**src/common/sfd_params.svh**
```systemverilog
/*
 * Constants of the vector instruction format decoder: opcode values,
 * field positions, minor opcode allocation and reset values.
 * Assumes it is included by bare name after the package that holds the types.
 */
// Contract
// [RQ1] Ordinary vector instructions carry element size in a two-bit format code.
// [RQ2] Element field: 00 byte with 4-bit index, 10 halfword, 110 word with 2-bit index.
// [RQ3] Invalid data-format code or element index raises Reserved Instruction.
// [RQ4] Byte element index above fifteen is invalid and raises Reserved Instruction.
// [RQ5] Bit field: leading ones pick size; leading zero gives doubleword, 6-bit index.
// [RQ6] Non-branch vector instructions use major opcode 30, told apart by minor opcode.
// [RQ7] Vector branches use major opcode 17 with ten allocated five-bit selector values.
// [RQ8] 8-bit immediate form: selector 25..24, immediate, two registers, minor opcode.
// [RQ9] 5-bit immediate form: operation 25..23, format 22..21, immediate, two registers.
// [RQ10] Bit-index form: operation 25..23, format and bit index 22..16, two registers.
// [RQ11] 10-bit immediate form: operation 25..23, format 22..21, immediate, destination.
// [RQ12] Three-register form: operation 25..23, format 22..21, three 5-bit registers.
// [RQ13] Element form: 4-bit operation 25..22, format and index 21..16, two registers.
// [RQ14] Three-register float form: operation 25..22, bit 21 picks word or doubleword.
// [RQ15] Whole-vector form: 5-bit operation 25..21, size implied by the operation.
// [RQ16] Load/store: signed offset, base register, destination; op 25 and 5..2; format 1..0.
// [RQ17] Two-register form: 8-bit operation 25..18, format 17..16, two registers.
// [RQ18] Two-register float form: 9-bit operation 25..17, bit 16 picks element size.
// [RQ19] Branch: operation 25..23, format 22..21, tested register, 16-bit displacement.
// [RQ20] Whole-vector format combinations denote instructions without element sizes.
// [RQ21] Reserved operation or field codes raise Reserved Instruction.
// [RQ22] Halfword index 0..7, word 0..3, doubleword 0..1; larger values are invalid.
// [RQ23] Fields, format class and reserved flag appear together for each instruction.
`ifndef SFD_PARAMS_SVH
`define SFD_PARAMS_SVH

// ==========================================================================
// Major opcodes and branch selector values
`define SFD_MAJOR_SIMD        6'h1E
`define SFD_MAJOR_COPROC_ONE  6'h11
`define SFD_BR_ALL_ZERO       5'h0B
`define SFD_BR_ANY_NONZERO    5'h0F
`define SFD_BR_SIZED_PREFIX   2'h3

// ==========================================================================
// Minor opcode allocation
`define SFD_MIN_IMM8_HI       6'h02
`define SFD_MIN_IMM5_A        6'h06
`define SFD_MIN_IMM5_B        6'h07
`define SFD_MIN_BIT_A         6'h09
`define SFD_MIN_BIT_B         6'h0A
`define SFD_MIN_TREG_LO       6'h0D
`define SFD_MIN_TREG_HI       6'h15
`define SFD_MIN_ELEM          6'h19
`define SFD_MIN_TREGF_LO      6'h1A
`define SFD_MIN_TREGF_HI      6'h1C
`define SFD_MIN_WVEC          6'h1E
`define SFD_MIN_LDST_ROW      3'h4
`define SFD_IMM10_OP          3'h6
`define SFD_WVEC_TWOREG_SEL   5'h18
`define SFD_WVEC_TWOREGF_SEL  5'h19
`define SFD_WVEC_OP_MAX       5'h06

// ==========================================================================
// Field positions
`define SFD_MAJOR_HI        31
`define SFD_MAJOR_LO        26
`define SFD_OP_HI           25
`define SFD_TGT_LO          16
`define SFD_SRC_LO          11
`define SFD_DST_LO          6

// ==========================================================================
// Reset values
`define SFD_RESET_OP        9'h000

`endif

```
**src/common/sfd_pkg.sv**
```systemverilog
/*
 * Types shared by the decoder files: format classes, element sizes,
 * index decode result and the decoded instruction record.
 * Assumes nothing beyond a SystemVerilog compiler.
 */
`default_nettype none

package sfd_pkg;

   // ==========================================================================
   // Enumerations
   typedef enum logic [3:0] {
      FMT_NONE, FMT_IMM_EIGHT, FMT_IMM_FIVE, FMT_BIT_INDEX, FMT_IMM_TEN,
      FMT_THREE_REG, FMT_ELEMENT, FMT_THREE_REG_FLOAT, FMT_WHOLE_VECTOR,
      FMT_LOAD_STORE, FMT_TWO_REG, FMT_TWO_REG_FLOAT, FMT_BRANCH
   } sfd_fmt_t;

   typedef enum logic [2:0] {
      SZ_NONE, SZ_BYTE, SZ_HALF, SZ_WORD, SZ_DOUBLE, SZ_VECTOR
   } sfd_size_t;

   // ==========================================================================
   // Records
   typedef struct packed {
      sfd_size_t  size;
      logic [5:0] index;
      logic       bad;
   } sfd_index_t;

   typedef struct packed {
      logic        valid;
      logic        is_simd;
      logic        reserved;
      sfd_fmt_t    fmt;
      sfd_size_t   elem_size;
      logic [8:0]  op;
      logic [5:0]  minor;
      logic [5:0]  elem_index;
      logic [4:0]  tgt_vreg;
      logic [4:0]  src_vreg;
      logic [4:0]  dest_vreg;
      logic [4:0]  base_gpr;
      logic [7:0]  imm_eight;
      logic [4:0]  imm_five;
      logic [9:0]  imm_ten;
      logic [9:0]  signed_offset10;
      logic [15:0] branch_disp16;
   } sfd_decode_t;

   typedef struct packed {
      sfd_decode_t dec;
   } sfd_state_t;

endpackage

`default_nettype wire

```
**src/logic/sfd_decoder.sv**
```systemverilog
/*
 * Vector instruction format decoder: classifies a fetched 32-bit word,
 * extracts its fields and flags reserved encodings, one registered stage.
 * Assumes the fetch stage drives instr_word and instr_valid on core_clk.
 */
`timescale 1ns/1ns
`default_nettype none

`include "sfd_params.svh"

module sfd_decoder
   import sfd_pkg::*;
(
   input  wire logic        core_clk,
   input  wire logic        nrst,
   input  wire logic        clk_en,
   input  wire logic        instr_valid,
   input  wire logic [31:0] instr_word,
   output sfd_decode_t      dec_out
);

   // ==========================================================================
   // Helpers
   function automatic sfd_size_t df2_size(input logic [1:0] code);
      unique case (code)
         2'h0: df2_size = SZ_BYTE;
         2'h1: df2_size = SZ_HALF;
         2'h2: df2_size = SZ_WORD;
         2'h3: df2_size = SZ_DOUBLE;
      endcase
   endfunction

   // Single-bit format for the float forms: word or doubleword
   function automatic sfd_size_t df1_size(input logic code);
      df1_size = code ? SZ_DOUBLE : SZ_WORD;
   endfunction

   function automatic sfd_fmt_t classify_minor(input logic [5:0] minor,
                                               input logic [2:0] op3,
                                               input logic [4:0] op5);
      classify_minor = FMT_NONE;
      if (minor <= `SFD_MIN_IMM8_HI) begin
         classify_minor = FMT_IMM_EIGHT;
      end else if (minor == `SFD_MIN_IMM5_A) begin
         classify_minor = FMT_IMM_FIVE;
      end else if (minor == `SFD_MIN_IMM5_B) begin
         classify_minor = (op3 == `SFD_IMM10_OP) ? FMT_IMM_TEN : FMT_IMM_FIVE;
      end else if (minor == `SFD_MIN_BIT_A || minor == `SFD_MIN_BIT_B) begin
         classify_minor = FMT_BIT_INDEX;
      end else if (minor >= `SFD_MIN_TREG_LO && minor <= `SFD_MIN_TREG_HI) begin
         classify_minor = FMT_THREE_REG;
      end else if (minor == `SFD_MIN_ELEM) begin
         classify_minor = FMT_ELEMENT;
      end else if (minor >= `SFD_MIN_TREGF_LO && minor <= `SFD_MIN_TREGF_HI) begin
         classify_minor = FMT_THREE_REG_FLOAT;
      end else if (minor == `SFD_MIN_WVEC) begin
         if (op5 == `SFD_WVEC_TWOREG_SEL) begin
            classify_minor = FMT_TWO_REG;
         end else if (op5 == `SFD_WVEC_TWOREGF_SEL) begin
            classify_minor = FMT_TWO_REG_FLOAT;
         end else begin
            classify_minor = FMT_WHOLE_VECTOR;
         end
      end else if (minor[5:3] == `SFD_MIN_LDST_ROW) begin
         classify_minor = FMT_LOAD_STORE;
      end
   endfunction

   // ==========================================================================
   // Field views of the incoming word
   sfd_state_t  st;
   sfd_state_t  next_st;
   sfd_index_t  elem_info;
   sfd_index_t  bit_info;
   logic [5:0]  major;
   logic [4:0]  branch_sel;
   logic        is_branch;

   assign major      = instr_word[`SFD_MAJOR_HI:`SFD_MAJOR_LO];
   assign branch_sel = instr_word[`SFD_OP_HI:21];
   assign is_branch  = (major == `SFD_MAJOR_COPROC_ONE) &&
                       (branch_sel == `SFD_BR_ALL_ZERO || branch_sel == `SFD_BR_ANY_NONZERO ||
                        branch_sel[4:3] == `SFD_BR_SIZED_PREFIX); // see [RQ7]

   sfd_index_decode u_elem_decode (
      .field    ({1'b0, instr_word[21:16]}),
      .bit_mode (1'b0),
      .info     (elem_info)
   );

   sfd_index_decode u_bit_decode (
      .field    (instr_word[22:16]),
      .bit_mode (1'b1),
      .info     (bit_info)
   );

   // ==========================================================================
   // Next-state decode
   always_comb begin
      next_st                   = st;
      next_st.dec               = '0;
      next_st.dec.fmt           = FMT_NONE;
      next_st.dec.elem_size     = SZ_NONE;
      next_st.dec.op            = `SFD_RESET_OP;
      next_st.dec.valid         = instr_valid;
      next_st.dec.minor         = instr_word[5:0];
      next_st.dec.tgt_vreg      = instr_word[20:`SFD_TGT_LO];
      next_st.dec.src_vreg      = instr_word[15:`SFD_SRC_LO];
      next_st.dec.dest_vreg     = instr_word[10:`SFD_DST_LO];
      if (major == `SFD_MAJOR_SIMD) begin
         next_st.dec.is_simd = 1'b1;
         next_st.dec.fmt     = classify_minor(instr_word[5:0], instr_word[25:23],
                                              instr_word[25:21]); // see [RQ6]
         unique case (next_st.dec.fmt)
            FMT_IMM_EIGHT: begin
               // Selector is the format for some ops and an operation bit for others
               next_st.dec.op        = {7'h00, instr_word[25:24]}; // see [RQ8]
               next_st.dec.elem_size = SZ_BYTE;
               next_st.dec.imm_eight = instr_word[23:16]; // see [RQ8]
            end
            FMT_IMM_FIVE: begin
               next_st.dec.op        = {6'h00, instr_word[25:23]}; // see [RQ9]
               next_st.dec.elem_size = df2_size(instr_word[22:21]); // see [RQ9] [RQ1]
               next_st.dec.imm_five  = instr_word[20:16]; // see [RQ9]
            end
            FMT_BIT_INDEX: begin
               next_st.dec.op         = {6'h00, instr_word[25:23]}; // see [RQ10]
               next_st.dec.elem_size  = bit_info.size; // see [RQ10]
               next_st.dec.elem_index = bit_info.index;
               next_st.dec.reserved   = bit_info.bad; // see [RQ3]
            end
            FMT_IMM_TEN: begin
               next_st.dec.op        = {6'h00, instr_word[25:23]}; // see [RQ11]
               next_st.dec.elem_size = df2_size(instr_word[22:21]); // see [RQ11]
               next_st.dec.imm_ten   = instr_word[20:11]; // see [RQ11]
            end
            FMT_THREE_REG: begin
               next_st.dec.op        = {6'h00, instr_word[25:23]}; // see [RQ12]
               next_st.dec.elem_size = df2_size(instr_word[22:21]); // see [RQ12]
            end
            FMT_ELEMENT: begin
               next_st.dec.op         = {5'h00, instr_word[25:22]}; // see [RQ13]
               next_st.dec.elem_size  = elem_info.size; // see [RQ13]
               next_st.dec.elem_index = elem_info.index;
               next_st.dec.reserved   = elem_info.bad; // see [RQ3]
            end
            FMT_THREE_REG_FLOAT: begin
               next_st.dec.op        = {5'h00, instr_word[25:22]}; // see [RQ14]
               next_st.dec.elem_size = df1_size(instr_word[21]); // see [RQ14]
            end
            FMT_WHOLE_VECTOR: begin
               next_st.dec.op        = {4'h0, instr_word[25:21]}; // see [RQ15]
               next_st.dec.elem_size = SZ_VECTOR; // see [RQ15] [RQ20]
               next_st.dec.reserved  = instr_word[25:21] > `SFD_WVEC_OP_MAX; // see [RQ21]
            end
            FMT_LOAD_STORE: begin
               next_st.dec.op              = {4'h0, instr_word[25], instr_word[5:2]}; // see [RQ16]
               next_st.dec.elem_size       = df2_size(instr_word[1:0]); // see [RQ16]
               next_st.dec.signed_offset10 = instr_word[25:16]; // see [RQ16]
               next_st.dec.base_gpr        = instr_word[15:11]; // see [RQ16]
               next_st.dec.src_vreg        = 5'h00;
            end
            FMT_TWO_REG: begin
               next_st.dec.op        = {1'b0, instr_word[25:18]}; // see [RQ17]
               next_st.dec.elem_size = df2_size(instr_word[17:16]); // see [RQ17]
            end
            FMT_TWO_REG_FLOAT: begin
               next_st.dec.op        = instr_word[25:17]; // see [RQ18]
               next_st.dec.elem_size = df1_size(instr_word[16]); // see [RQ18]
            end
            default: begin
               // Unallocated minor opcode inside the vector major opcode
               next_st.dec.reserved = 1'b1; // see [RQ21] [RQ3]
            end
         endcase
      end else if (is_branch) begin
         next_st.dec.is_simd       = 1'b1;
         next_st.dec.fmt           = FMT_BRANCH;
         next_st.dec.op            = {6'h00, instr_word[25:23]}; // see [RQ19]
         next_st.dec.elem_size     = (branch_sel[4:3] == `SFD_BR_SIZED_PREFIX) ?
                                     df2_size(instr_word[22:21]) : SZ_VECTOR; // see [RQ19]
         next_st.dec.branch_disp16 = instr_word[15:0]; // see [RQ19]
         next_st.dec.src_vreg      = 5'h00;
         next_st.dec.dest_vreg     = 5'h00;
      end
   end

   // ==========================================================================
   // State register; one stage so the whole record changes on one edge
   always_ff @(posedge core_clk) begin
      if (!nrst) begin
         st <= '0;
      end else if (clk_en) begin
         st <= next_st; // see [RQ23]
      end
   end

   assign dec_out = st.dec;
endmodule // sfd_decoder

`default_nettype wire

```
**src/logic/sfd_index_decode.sv**
```systemverilog
/*
 * Combined format/index field decoder, element form or bit-position form.
 * Assumes the field is taken from an instruction word on the same clock.
 */
`timescale 1ns/1ns
`default_nettype none

module sfd_index_decode
   import sfd_pkg::*;
(
   input  wire logic [6:0] field,
   input  wire logic       bit_mode,
   output sfd_index_t      info
);

   always_comb begin
      info = '{size: SZ_VECTOR, index: 6'h00, bad: 1'b0};
      if (bit_mode) begin
         unique casez (field)
            7'b0??????: info = '{size: SZ_DOUBLE, index: field[5:0], bad: 1'b0}; // see [RQ5]
            7'b10?????: info = '{size: SZ_WORD, index: {1'b0, field[4:0]}, bad: 1'b0}; // see [RQ5]
            7'b110????: info = '{size: SZ_HALF, index: {2'h0, field[3:0]}, bad: 1'b0}; // see [RQ5]
            7'b1110???: info = '{size: SZ_BYTE, index: {3'h0, field[2:0]}, bad: 1'b0}; // see [RQ5]
            default:    info = '{size: SZ_NONE, index: 6'h00, bad: 1'b1}; // see [RQ3]
         endcase
      end else begin
         // Index fields are one bit wider than the valid range; the top bit flags misuse
         unique casez (field[5:0])
            6'b0?????: info = '{size: SZ_BYTE, index: {1'b0, field[4:0]}, bad: field[4]}; // see [RQ2] [RQ4]
            6'b10????: info = '{size: SZ_HALF, index: {2'h0, field[3:0]}, bad: field[3]}; // see [RQ2] [RQ22]
            6'b110???: info = '{size: SZ_WORD, index: {3'h0, field[2:0]}, bad: field[2]}; // see [RQ2] [RQ22]
            6'b1110??: info = '{size: SZ_DOUBLE, index: {4'h0, field[1:0]}, bad: field[1]}; // see [RQ22]
            6'b111110: info = '{size: SZ_VECTOR, index: 6'h00, bad: 1'b0}; // see [RQ20]
            default:   info = '{size: SZ_NONE, index: 6'h00, bad: 1'b1}; // see [RQ3]
         endcase
      end
   end

endmodule // sfd_index_decode

`default_nettype wire

```
**config.mk**
```make
export PLATFORM = sky130hd
export DESIGN_NAME = sfd_decoder
export DESIGN_NICKNAME = d
export VERILOG_FILES = /design/src/common/sfd_pkg.sv /design/src/logic/sfd_decoder.sv /design/src/logic/sfd_index_decode.sv
export VERILOG_INCLUDE_DIRS = /design/src /design/src/common
export SDC_FILE = /design/constraint.sdc
export NUM_CORES = 1
export LEC_CHECK = 0
export ABC_AREA = 1
export BUFFER_PORTS_ARGS = -buffer_cell sky130_fd_sc_hd__clkbuf_2
export CAP_MARGIN = 10
export CORE_ASPECT_RATIO = 1.25
export CORE_MARGIN = 2
export CORE_UTILIZATION = 45
export CTS_BUF_LIST = sky130_fd_sc_hd__clkbuf_4
export DETAILED_ROUTE_END_ITERATION = 12
export PLACE_DENSITY_LB_ADDON = 0.25
export SLEW_MARGIN = 25
export SYNTH_ARGS = -nofsm -noshare
export SYNTH_HDL_FRONTEND = slang
export SYNTH_SLANG_ARGS = --single-unit
export TNS_END_PERCENT = 50
```
**constraint.sdc**
```tcl
create_clock -name core_clk -period 4.8 [get_ports core_clk]
set_input_delay 0.96 -clock core_clk [delete_from_list [all_inputs] [get_ports core_clk]]
set_output_delay 0.96 -clock core_clk [all_outputs]
set_load 0.05 [all_outputs]
```
==> metrics <==
clock period minus worst slack just under 3000 ps; Post-synth EDFFs 0; final setup violating endpoints 0; share of synthesized flip-flops with an asynchronous set or reset 0%; required time of the worst setup path 5140 ps; clock insertion delay at the later pin of the skew report 460 ps; wire length of the first global-routing pass 24600 µm; startpoint of the worst-slack reg-to-reg timing path dec_out[83]$_SDFFE_PN0P_; htree depth 3; DRC violation count after routing 0; clock slew at the register clock pins of the worst setup and hold paths 170 ps; number of placed instances, taps included 936; Psw 493 µW; worst path arrival time around 3300 ps; synth warn 0; area taken by flip-flops and latches about 2000 µm²; clock tree from TritonCTS yes; buffer type at the clock tree root sky130_fd_sc_hd__clkbuf_4; effective utilization at floorplan between 40 and 50%; net total in the final layout 866; synthesized area per cell 6.92 µm²; number of global-route vias before repair ~4700; area growth from synthesis to layout 18.6%; multi-input combinational cell area 2480 µm²; classification of the worst-slack hold path flip-flop to flip-flop; endpoint type of the worst setup path flip-flop; worst vdd ir roughly 0.17 mV; post-synthesis sequential area ratio slightly above 40%; dominant combinational cell family by area after synthesis simple AND/OR/NAND/NOR gates; die outline height roughly 120 µm; Cell variety after synth 35; fraction of layout instances using a drive strength above 1 about a quarter; hold path startpoint dec_out[69]$_SDFFE_PN0P_; simple-gate share of the synthesized area a little under a third; maximum number of pins on one net before global-route repair 96; Worst Skew 0 ps; Clk network pwr share 30.2%; FP Rows 42; Reg2Reg Setup Slack about 4000 ps; Cell Int Power roughly 1.1 mW; clock tree buffer depth 2; maximum clock rate about 0.34 GHz; clock buffers created by TritonCTS 9; DRT iter0 DRCs ~320; Worst-Margin Slew about 960 ps; die footprint ~12000 µm²; fraction of synthesized area in multiplexers 0%; Core Box Area 10500 µm²; run status finished, final reports clean; Final Wtd Congestion slightly below 1; vias post-DR a little over 5000; antenna violations before repair 0; share of total power in combinational logic between 15 and 20%; relative max-transition margin 36.1%; width of the die ~97 µm; post-synthesis register bit count 100; share of power burned in registers a little over half; Final Hold Viols 0; TritonCTS sink count 100; count of buffers from port buffering roughly 140; Post-Synthesis Net Count 748; count of inserted antenna diode cells 0; Largest register FFs 100; part of the cycle the worst path needs 60.5%; post-detailed-route wirelength per cell 16.5 µm; total standard cell area after synthesis a little under 5000 µm²; Filler cells 1070; reported max-cap violation count 0; source of the critical timing path instr_word[1]; buffers inserted by post-CTS timing repair 0; final design area excluding fillers approximately 5700 µm²; Power per Cell Area 273 nW/µm²; Post-CTS Hold Fix Bufs 0; GRT Util Overall a little over a quarter; Synth Area in XOR/XNOR 0%; critical path class primary input to flip-flop; type of element launching the critical path primary input; Ports between 100 and 150; total routed wirelength approximately 16000 µm; number of nets still failing antenna checks after routing 0; top fanout value on the critical path 8; number of resized instances in the post-cts repair step 0; RSZ-0062 raised after global routing false; utilization after layout 54.4%; Compound-Gate Fraction of Synth Area between 15 and 20%; adder-cell share of the synthesized area just under 4%; Main synth FF type sky130_fd_sc_hd__dfxtp_1; switching portion of total power a little under a third; DR pass1 iterations 5; leakage power summed over all cells approximately 2.6 nW; Final Non-Filler Cells approximately 950; total grt overflow 0; vias per inst approximately 5.4; half-perimeter wire length after detailed placement between 10000 and 15000 µm; max-slew violation count 0; post-route setup TNS 0 ps; number of standard cells after synthesis roughly 700; PnR Total Power 1.56 mW; post-detailed-placement cell area 5570 µm²
[cell families after synthesis]
family,after synthesis
AO/OA/AOI/OAI,147
AND/OR/NAND/NOR,345
buffers and inverters,90
flip-flops,100
adder cells (fa/ha/maj),15
[layer usage]
metal / GRT usage [%] / up-vias / wire (µm)
met5: 0 / - / 0
met4: 11.4 / 0 / 569
met3: 4.48 / 38 / 902
met2: 43.6 / 193 / 7640
met1: 33.9 / 2418 / 6600
li1: - / 2513 / -
[power by group through the flow]
| stage | registers (mW) | clock network, mW | logic [mW] |
|---|---|---|---|
| finish | 0.850 | 0.471 | 0.238 |
| floorplan | 0.911 | 0 | 0.116 |
| CTS | 0.851 | 0.482 | 0.236 |
| global route | 0.852 | 0.513 | 0.257 |
| detailed placement | 0.868 | 0 | 0.235 |
| global placement | 0.868 | 0 | 0.235 |
[metrics by stage]
| step | worst slack, ps | hold slack, ps |
|---|---|---|
| after floorplan | 1920 | 686 |
| after global placement | 1450 | 453 |
| after detailed placement | 1430 | 454 |
| after CTS | 1960 | 475 |
| after global routing | 1690 | 497 |
| final | 1900 | 474 |
[worst paths after layout]
check / to / cells past startpoint
setup / recovery: dec_out[85]$_SDFFE_PN0P_ / 13
hold / removal: dec_out[69]$_SDFFE_PN0P_ / 2
setup reg to reg: dec_out[83]$_SDFFE_PN0P_ / 4
hold reg to reg: dec_out[69]$_SDFFE_PN0P_ / 2
[Yosys cell counts, types with 2 or more instances]
library cell               instances  area, µm²
sky130_fd_sc_hd__nand3b_1          2       15.0
sky130_fd_sc_hd__buf_2             2       10.0
sky130_fd_sc_hd__nand2_1         208        781
sky130_fd_sc_hd__or2_2             2       12.5
sky130_fd_sc_hd__nor2_4            6       67.6
sky130_fd_sc_hd__a21oi_1         104        521
sky130_fd_sc_hd__nand3_2           3       30.0
sky130_fd_sc_hd__clkinv_1          2       7.51
sky130_fd_sc_hd__o21ai_1           5       25.0
sky130_fd_sc_hd__o31ai_1           2       15.0
sky130_fd_sc_hd__buf_1             2       7.51
sky130_fd_sc_hd__o211ai_1          2       15.0
sky130_fd_sc_hd__nor3_1            4       20.0
sky130_fd_sc_hd__inv_1            42        158
sky130_fd_sc_hd__clkbuf_1         27        101
sky130_fd_sc_hd__dfxtp_1         100       2000
sky130_fd_sc_hd__a22oi_1           2       15.0
sky130_fd_sc_hd__inv_2            14       52.6
sky130_fd_sc_hd__nand4_1           3       18.8
sky130_fd_sc_hd__nor2_1           42        158
sky130_fd_sc_hd__nor2_2            6       37.5
sky130_fd_sc_hd__nand2_2           3       18.8
sky130_fd_sc_hd__ha_1             15        188
sky130_fd_sc_hd__nand3_1          63        315
sky130_fd_sc_hd__o21ai_0          26        130
[cell type report]
cell class	count	area share, %
Timing Repair Buffer	139	12.3
Sequential cell	100	35.0
Tap cell	132	2.89
Clock inverter	7	1.49
Multi-Input combinational cell	507	43.3
Clock buffer	9	1.18
Inverter	58	3.81
[cell usage in the layout, fill, tap and decap left out, drive strengths merged, types with 3 or more instances in the layout]
cell type  Yosys  final
nand2        211    211
clkbuf        27    144
a21oi        105    105
dfxtp        100    100
nand3         66     66
inv           56     59
nor2          54     54
o21ai         32     32
ha            15     15
nor3           5      5
buf            5      4
clkinv         2      4
nand4          3      3
[critical path, cell delays in order]
cell                       delay (ps)
sky130_fd_sc_hd__clkbuf_2         180
sky130_fd_sc_hd__inv_1            130
sky130_fd_sc_hd__ha_1             270
sky130_fd_sc_hd__nand3_2          230
sky130_fd_sc_hd__nand2_2          150
sky130_fd_sc_hd__inv_2            120
sky130_fd_sc_hd__nand3_1          120
sky130_fd_sc_hd__nor3_1           320
sky130_fd_sc_hd__nand3_1          190
sky130_fd_sc_hd__nand2_1          190
sky130_fd_sc_hd__nor2_4            90
sky130_fd_sc_hd__o21ai_1          180
sky130_fd_sc_hd__a21oi_1           90
Note: power is estimated with default switching activity, not from simulation.
